## config.mk

```make
export PLATFORM = sky130hd
export DESIGN_NAME = dsg_clock_gate
export DESIGN_NICKNAME = d
export VERILOG_FILES = /design/src/rtl/dsg_pkg.sv /design/src/rtl/dsg_clock_gate.sv
export SDC_FILE = /design/constraint.sdc
export NUM_CORES = 1
export LEC_CHECK = 0
export ABC_AREA = 1
export BUFFER_PORTS_ARGS = -buffer_cell sky130_fd_sc_hd__buf_2
export CAP_MARGIN = 30
export CORE_ASPECT_RATIO = 1.4
export CORE_MARGIN = 4
export CORE_UTILIZATION = 50
export CTS_CLUSTER_SIZE = 24
export DETAILED_ROUTE_END_ITERATION = 6
export PLACE_DENSITY = 0.78
export SYNTH_ARGS = -nofsm -noshare
export SYNTH_HDL_FRONTEND = slang
export SYNTH_SLANG_ARGS = --single-unit
```

## constraint.sdc

```tcl
create_clock -name clk_sys -period 3.2 [get_ports clk_sys]
set_clock_uncertainty 0.2 [all_clocks]
set_input_delay 0 -clock clk_sys [delete_from_list [all_inputs] [get_ports clk_sys]]
set_output_delay 0 -clock clk_sys [all_outputs]
set_load 0.005 [all_outputs]
```

## src/rtl/dsg_pkg.sv

```systemverilog
// Purpose: shared constants and types for the deep-sleep unit clock gating block
// Assumes: 32-bit register port, byte offsets as printed
// Notes:   run, sleep and deep-sleep gating registers share one layout
//==========================================================================
// package
//==========================================================================
package dsg_pkg;
  // register offsets
  localparam logic [11:0] DSG_RUN_GATE_OFS   = 12'h104;
  localparam logic [11:0] DSG_SLEEP_GATE_OFS = 12'h114;
  localparam logic [11:0] DSG_DEEP_GATE_OFS  = 12'h124;
  localparam logic [11:0] DSG_RUN_CFG_OFS    = 12'h060;
  // field positions
  localparam int DSG_SEL_BIT = 27;
  localparam int DSG_NUM_UNITS = 12;
  // writable bits of a gating register
  localparam logic [31:0] DSG_GATE_MASK = 32'h030F_5033;
  localparam logic [31:0] DSG_GATE_RST  = 32'h0000_0000;
  localparam logic [31:0] DSG_CFG_MASK  = 32'h0800_0000;
  localparam logic [31:0] DSG_CFG_RST   = 32'h0000_0000;
  // power states
  typedef enum logic [1:0]
  {
    DSG_RUN   = 2'b00,
    DSG_SLEEP = 2'b01,
    DSG_DEEP  = 2'b10
  } dsg_pwr_t;
  // register bus request
  typedef struct packed
  {
    logic [11:0] addr;
    logic [31:0] wdata;
    logic        wr;
    logic        rd;
  } dsg_req_t;
  // peripheral access probe: unit index and valid
  typedef struct packed
  {
    logic [3:0] unit;
    logic       valid;
  } dsg_probe_t;
endpackage : dsg_pkg

```

## src/rtl/dsg_clock_gate.sv

```systemverilog
// Purpose: per-unit clock gating for run, sleep and deep-sleep states
// Assumes: single clock clk_sys at 20 MHz, resetn asynchronous active low
// Notes:   unit i maps to gating bit position from a constant table
`timescale 1ns/1ns
//==========================================================================
// gating controller
//==========================================================================
// Functional notes
// - a set gating bit passes the clock to its unit, a clear bit stops and disables it.
// - an access to a unit whose clock is off ends in a bus fault.
// - all gating registers clear to zero at reset so every unit starts off.
// - run, sleep and deep-sleep gating registers exist with the same layout.
// - sleep and deep-sleep registers act only while the gating-select bit is set.
// - bits 25 and 24 gate comparators b and a.
// - bits 19 to 16 gate timers d, c, b and a.
// - bits 14 and 12 gate two-wire units b and a, bits 15 and 13 are reserved.
// - bits 5 and 4 gate sync serial units b and a, bits 3 and 2 are reserved.
// - bits 1 and 0 gate async serial units b and a, reset to zero.
// - reserved bits read as zero and ignore writes.
module dsg_clock_gate
  import dsg_pkg::*;
(
  // clock and reset
  input  wire logic                     clk_sys,
  input  wire logic                     resetn,
  // register port
  input  wire dsg_req_t                 req,
  output logic [31:0]                   rdata,
  // power state from the core
  input  wire dsg_pwr_t                 pwr_state,
  // peripheral access probe
  input  wire dsg_probe_t               probe,
  output logic                          bus_fault,
  // unit clock enables
  output logic [DSG_NUM_UNITS-1:0]      unit_clk_en
);
  // unit index to register bit position
  localparam int UNIT_BIT [DSG_NUM_UNITS] = '{0, 1, 4, 5, 12, 14, 16, 17, 18, 19, 24, 25};

  logic [31:0] run_gate_q, sleep_gate_q, deep_gate_q, cfg_q;
  logic [31:0] rdata_q, rdata_d;
  logic        fault_q;
  logic [31:0] sel_gate;
  logic [DSG_NUM_UNITS-1:0] en_d, en_q;

  //==========================================================================
  // address decode
  //==========================================================================
  // write strobes per register
  wire wr_run   = req.wr && (req.addr == DSG_RUN_GATE_OFS);
  wire wr_sleep = req.wr && (req.addr == DSG_SLEEP_GATE_OFS);
  wire wr_deep  = req.wr && (req.addr == DSG_DEEP_GATE_OFS);
  wire wr_cfg   = req.wr && (req.addr == DSG_RUN_CFG_OFS);
  wire sel_on   = cfg_q[DSG_SEL_BIT];

  // read mux, unmapped reads give zero
  assign rdata_d = (req.addr == DSG_RUN_GATE_OFS)   ? run_gate_q   :
                   (req.addr == DSG_SLEEP_GATE_OFS) ? sleep_gate_q :
                   (req.addr == DSG_DEEP_GATE_OFS)  ? deep_gate_q  :
                   (req.addr == DSG_RUN_CFG_OFS)    ? cfg_q        : 32'h0000_0000;

  // source register for the current power state
  assign sel_gate = (!sel_on)                 ? run_gate_q   :
                    (pwr_state == DSG_DEEP)   ? deep_gate_q  :
                    (pwr_state == DSG_SLEEP)  ? sleep_gate_q : run_gate_q;

  //==========================================================================
  // registers
  //==========================================================================
  // gating registers, reserved bits masked out
  always_ff @(posedge clk_sys or negedge resetn)
  begin
    if (!resetn)
    begin
      run_gate_q   <= DSG_GATE_RST;
      sleep_gate_q <= DSG_GATE_RST;
      deep_gate_q  <= DSG_GATE_RST;
      cfg_q        <= DSG_CFG_RST;
    end
    else
    begin
      if (wr_run)   run_gate_q   <= req.wdata & DSG_GATE_MASK;
      if (wr_sleep) sleep_gate_q <= req.wdata & DSG_GATE_MASK;
      if (wr_deep)  deep_gate_q  <= req.wdata & DSG_GATE_MASK;
      if (wr_cfg)   cfg_q        <= req.wdata & DSG_CFG_MASK;
    end
  end

  // read data one cycle after the strobe
  always_ff @(posedge clk_sys or negedge resetn)
  begin
    if (!resetn)
      rdata_q <= 32'h0000_0000;
    else if (req.rd)
      rdata_q <= rdata_d;
    else
      rdata_q <= 32'h0000_0000;
  end
  assign rdata = rdata_q;

  //==========================================================================
  // unit enables
  //==========================================================================
  // one enable per unit from its gating bit
  for (genvar i = 0; i < DSG_NUM_UNITS; i++)
  begin : g_unit
    assign en_d[i] = sel_gate[UNIT_BIT[i]];
  end

  // registered enables for glitch-free gating
  always_ff @(posedge clk_sys or negedge resetn)
  begin
    if (!resetn)
      en_q <= '0;
    else
      en_q <= en_d;
  end
  assign unit_clk_en = en_q;

  // fault on access to a unit with its clock off
  wire probe_hit = probe.valid && (probe.unit < 4'(DSG_NUM_UNITS));
  wire probe_off = probe_hit && !en_q[probe.unit];
  always_ff @(posedge clk_sys or negedge resetn)
  begin
    if (!resetn)
      fault_q <= 1'b0;
    else
      fault_q <= probe_off;
  end
  assign bus_fault = fault_q;

  // every enable follows its gating bit one cycle later
  for (genvar i = 0; i < DSG_NUM_UNITS; i++)
  begin : g_unit_chk

  end
endmodule : dsg_clock_gate

```

==> flow_summary.toml, run 1 <==
[clock_network]
cts_buffer_depth = 2
cts_sinks = 63
cts_tree = "done"
cts.repair.resized = 0
cts.htree.levels = 3
numCtsBuffers = 9
clk_latency_ns = 0.35
clk_pin_slew_worst_paths_ns = 0.07
cts-root-buf = "clkbuf_8"

[layout]
area_growth_pct = 24.05
layout_commonest_cell = "nand2_1"
stdcell_count = 562
fin_util_pct = 64.77
drive_gt1_share_pct = 20.00
seq_area_um2 = 1577
antenna_cells = 0
fillers = 507
multi_input_comb_area_um2 = 1313
final_cell_mix = "85 x nand2_1, 63 x dfrtp_1, 61 x buf_2"
layout.nets = 540

[worst_setup_path]
r2r_start = "unit_clk_en[0]$_DFF_PN0_"
crit_required_ns = 3.28
crit_fanout = 38
reg2reg_setup_slack_ns = 0.97
r2r_cells = 7
cp-start-kind = "input port"
endpoint_kind = "flip-flop"
path_class = "in -> reg"
critPathArrivalTime_ns = 2.46
r2r_end = "bus_fault$_DFF_PN0_"

[floorplanning]
die_w_um = 76.76
die-area_um2 = 8003
start_util_pct = 52.21
die_h_um = 104.3
core_area_um2 = 6339
pin_count = 100
rows = 34

[global_routing]
grt_max_degree = 39
grt_pass1_vias = 2936
grt_overflow = 0
antenna_found_initial = 0
track_usage_pct = 21.48
grt_first_pass_wirelength_mm = 13.54

[placement]
place_inst = 510
dpl.hpwl_mm = 5.346
routabilityCongestion = 0.8694
pre_cts_ws_ns = 1.070
io_buffers = 61

[sta]
rsz0062_at_grt = "false"
worst_pin_slew_ns = 0.7397
max-slew-margin-rel_pct = 50.52
fmax_ghz = 0.4198
timing.final.ws_setup_ns = 0.8178
period_needed_ns = 2.382
hold_viol = 0
period_share_pct = 74.44
fin_tns_setup_ns = 0
maxSlewViolCount = 0
setup_viol = 0

[route]
routed_wirelength_mm = 8.358
vias = 3014
drc = 0
drtIter0Drc = 283
routed_via_density = 5.363
wl_per_cell_um = 14.87
drt-pass1-iter-count = 5
ant_nets = 0

[power]
vdd.ir_drop.worst_mv = 0.2454
cellLeakagePower_nw = 2.075
combPwrFrac_pct = 8.6
powerDensity_nw_per_um2 = 420.1
switchingPower_w = 0.0004062
p_int_w = 0.001318
seq_power_share_pct = 46.6
switching_share_pct = 23.56
clkPwrFrac_pct = 44.8

[synthesis]
seq_area_frac_synth_pct = 47.64
synth-seq-cells = 63
synth_area_per_cell_um2 = 8.378
syn_area_um2 = 3309
syn_inst = 395
synth_cell_types = 30
yosys_warnings = 0
synth_top_area_share_pct = 47.64
synth_area_leaders = "dfrtp_1 48%, nand2_1 9.6%, inv_1 5.4%"
yosysTopAreaCell = "dfrtp_1"

[flow_run]
drv_cap = 0

[min_path]
min_path_type = "in -> async"

[outcome]
status = "complete, no violations"
## critical path: stages
cell and delay [ns]:
dlygate4sd3_1 0.53, buf_2 0.13, nor2_1 0.14, nand2_2 0.10
nor2_8 0.43, nand2_8 0.19, nor2_8 0.24, nand2_1 0.08
nand2_1 0.07, dlygate4sd3_1 0.54
## area by class of cell
| type | count | area share (%) |
|---|---|---|
| Multi-Input combinational cell | 259 | 31.97 |
| Clock buffer | 11 | 3.444 |
| Sequential cell | 63 | 38.40 |
| Timing Repair Buffer | 102 | 17.43 |
| Clock inverter | 5 | 1.981 |
| Inverter | 50 | 4.572 |
| Tap cell | 72 | 2.194 |
## cells in the mapped netlist (all sizes together)
cell,n
nor2,20
nand4,13
nor3b,1
a21oi,13
o211ai,12
o22ai,12
dfrtp,63
o21ai,55
nor3,4
nand3,17
conb,1
a21boi,1
nand3b,1
buf,35
nand2,91
clkbuf,6
inv,50
## state kept, by name (all words and copies together) (netlist names)
signal	flops
sleep_gate_q	12
bus_fault	1
deep_gate_q	12
rdata	13
cfg_q	1
run_gate_q	12
unit_clk_en	12
## metrics by stage
stage | hold WS [ns] | cell area [um^2] | total power [W]
floorplan | -0.4956 | 3377 | 0.0008955
global placement | 0.03571 | 3502 | 0.0009370
detailed placement | -0.2324 | 3522 | 0.0009425
CTS | 0.0007925 | 4105 | 0.001728
global route | 0.03102 | 4105 | 0.001779
finish | 0.006630 | 4105 | 0.001724
## power groups by stage
stage	Sequential [W]	Clock, W	Combinational, W
floorplan	0.000819	0	0.0000769
global route	0.000804	0.000811	0.000164
finish	0.000804	0.000773	0.000148
detailed placement	0.000819	0	0.000124
global placement	0.000818	0	0.000119
CTS	0.000804	0.000778	0.000147
## repair_timing
item,4_1_cts,5_1_grt
buffers inserted,0,0
hold buffers,36,0
hold endpoints to repair,114,0
## how the worst max path moves through the flow
stage                                         to  slack [ns]                  start  depth (start not counted)
detailed placement  sleep_gate_q[19]$_DFFE_PN0P_        1.07                req[45]                          7
floorplan               unit_clk_en[0]$_DFF_PN0_        1.93  cfg_q[27]$_DFFE_PN0P_                          4
CTS                  deep_gate_q[19]$_DFFE_PN0P_        0.85                req[37]                         10
global placement    sleep_gate_q[19]$_DFFE_PN0P_        1.12                req[45]                          7
global route          deep_gate_q[1]$_DFFE_PN0P_        0.68                req[37]                         10
finish               deep_gate_q[17]$_DFFE_PN0P_        0.82                req[37]                         10
## cells by family after synthesis
kind of cell | synth area share [%]
simple gates | 22.00
compound gates | 15.50
buf+inv | 14.74
flops | 47.64
other cells | 0.1133
## metal layers
| layer | vias up | share of wire (%) | wire length (um) | GRT usage [%] |
|---|---|---|---|---|
| met3 | 23 | 9.5 | 795 | 4.333 |
| met2 | 163 | 51 | 4284 | 36.97 |
| met1 | 1387 | 37 | 3083 | 24.46 |
| met5 | - | 0 | 0 | 0 |
| li1 | 1441 | - | - | - |
| met4 | 0 | 2.3 | 194 | 12.31 |
(Power assumes the default switching activity.)
==> inputs of run 2 (changes only) <==
- clock period: 3.2 -> 2.3 ns (I/O delays scaled with it)
==> flow_summary.toml, run 2 (synthesis results as in run 1) <==
[sta]
period_needed_ns = 2.170
rsz0062_at_grt = "false"
fin_tns_setup_ns = 0
setup_viol = 0
max-slew-margin-rel_pct = 57.71
worst_pin_slew_ns = 0.6328
hold_viol = 0
fmax_ghz = 0.4607
maxSlewViolCount = 0
period_share_pct = 94.37

[power]
vdd.ir_drop.worst_mv = 0.4276
powerDensity_nw_per_um2 = 555.8
cellLeakagePower_nw = 2.076

[floorplanning]
rows = 34
die-area_um2 = 8003
start_util_pct = 52.21
pin_count = 100
core_area_um2 = 6339
die_w_um = 76.76
die_h_um = 104.3

[worst_setup_path]
crit_fanout = 13
slowest_delay_ns = 0.54
crit_required_ns = 2.38
cp-startpoint = "req[35]"
path_class = "in -> reg"
crit_chain = "dlygate4sd3_1, buf_2, nor2_2, nand2_2, nor2_8, nand2_8, nor2_8, nand2_1, nand2_1, dlygate4sd3_1"
slowest_stage = "dlygate4sd3_1"
critPathArrivalTime_ns = 2.25
cp-start-kind = "input port"
endpoint_kind = "flip-flop"
r2r_start = "unit_clk_en[8]$_DFF_PN0_"
crit_buf_inv = 3
crit_family = "buffers and inverters"

[global_routing]
antenna_found_initial = 0
track_usage_pct = 21.52
grt_overflow = 0
grt_first_pass_wirelength_mm = 13.64
grt_pass1_vias = 2936
grt_max_degree = 64

[layout]
layout.nets = 544
layout_commonest_cell = "nand2_1"
area_growth_pct = 24.54
drive_gt1_share_pct = 20.04
final_cell_mix = "85 x nand2_1, 63 x dfrtp_1, 61 x buf_2"
largest_reg_flops = 13
antenna_cells = 0
fin_util_pct = 65.02

[clock_network]
cts_setup_buffers = 0
clk_pin_slew_worst_paths_ns = 0.07
clk_latency_ns = 0.35
cts_sinks = 63
cts.htree.levels = 3
cts_tree = "done"
cts-root-buf = "clkbuf_8"
numCtsBuffers = 9
cts_buffer_depth = 2

[placement]
io_buffers = 61
routabilityCongestion = 0.8640
dpl.hpwl_mm = 5.427

[route]
drc = 0
vias = 3032
ant_nets = 0
routed_wirelength_mm = 8.477
drtIter0Drc = 273
wl_per_cell_um = 14.98
drt-pass1-iter-count = 5
routed_via_density = 5.357

[min_path]
min_from = "req[38]"
min_path_type = "in -> reg"

[flow_run]
drv_cap = 0

[outcome]
status = "complete, no violations"
run 2: cell types whose count changed in the layout (fill, tap and decap cells not counted), sizes merged:
cell          before  now
dlygate4sd3       36   38
dlymetal6s4s       0    1
buf               66   67
clkinvlp           1    3
bufinv             2    1
clkinv             2    1
run 2: worst reg2reg max path, stage by stage (launching register included):
cell	delay [ns]
dfrtp_1	0.38
o21ai_0	0.21
nand3_1	0.10
nand2_1	0.07
dlygate4sd3_1	0.55
inv_1	0.05
nor2_1	0.12
run 2: layer usage:
layer	up-vias	global-route usage (%)	share of wire, %
met5	-	0	0
met3	27	5.459	8.1
met4	0	10.88	2.8
li1	1448	-	-
met2	162	36.22	51
met1	1395	25.11	38
run 2: what timing repair did:
item / CTS / global route
gates resized for setup: 0 / 1
endpoints found under the setup margin: 0 / 7
hold buffers: 38 / 2
hold endpoints to repair: 114 / 1
run 2: final cells by class:
| class | count | area, um^2 |
|---|---|---|
| inverter | 50 | 187.7 |
| timing repair buffer | 106 | 755.7 |
| clock inverter | 5 | 57.56 |
| fill | 510 | 2217 |
| multi-input combinational | 259 | 1313 |
| tap | 72 | 90.09 |
| sequential | 63 | 1577 |
| clock buffer | 11 | 141.4 |
run 2: report_power, final:
part	leakage (nW)	switching, W	internal, W
logic	1.23	0.000130	0.0000868
clock network	0.0916	0.000428	0.000528
registers	0.755	0.00000404	0.00111
run 2: worst paths after layout:
| kind | to | slack [ns] | cells after the start |
|---|---|---|---|
| worst max-delay path | deep_gate_q[17]$_DFFE_PN0P_ | 0.13 | 10 |
| worst min-delay path | rdata[17]$_DFF_PN0_ | 0.02 | 4 |
| worst max register to register | bus_fault$_DFF_PN0_ | 0.56 | 6 |
| worst min register to register | unit_clk_en[10]$_DFF_PN0_ | 0.31 | 2 |
| max in group asynchronous | rdata[25]$_DFF_PN0_ | 1.06 | 4 |
| min in group asynchronous | rdata[19]$_DFF_PN0_ | 0.57 | 4 |
run 2: through the flow:
stage | instances | worst slack, ns | instance area [um^2] | hold slack [ns] | power, W
6_report | 566 | 0.1295 | 4121 | 0.02119 | 0.002291
5_1_grt | 566 | 0.01083 | 4121 | 0.03365 | 0.002382
4_1_cts | 565 | 0.001301 | 4109 | 0.003001 | 0.002298
3_5_place_dp | 511 | 0.3869 | 3530 | -0.1645 | 0.001313
3_3_place_gp | 511 | 0.4302 | 3530 | -0.1727 | 0.001308
2_1_floorplan | 413 | 1.027 | 3377 | -0.4956 | 0.001246
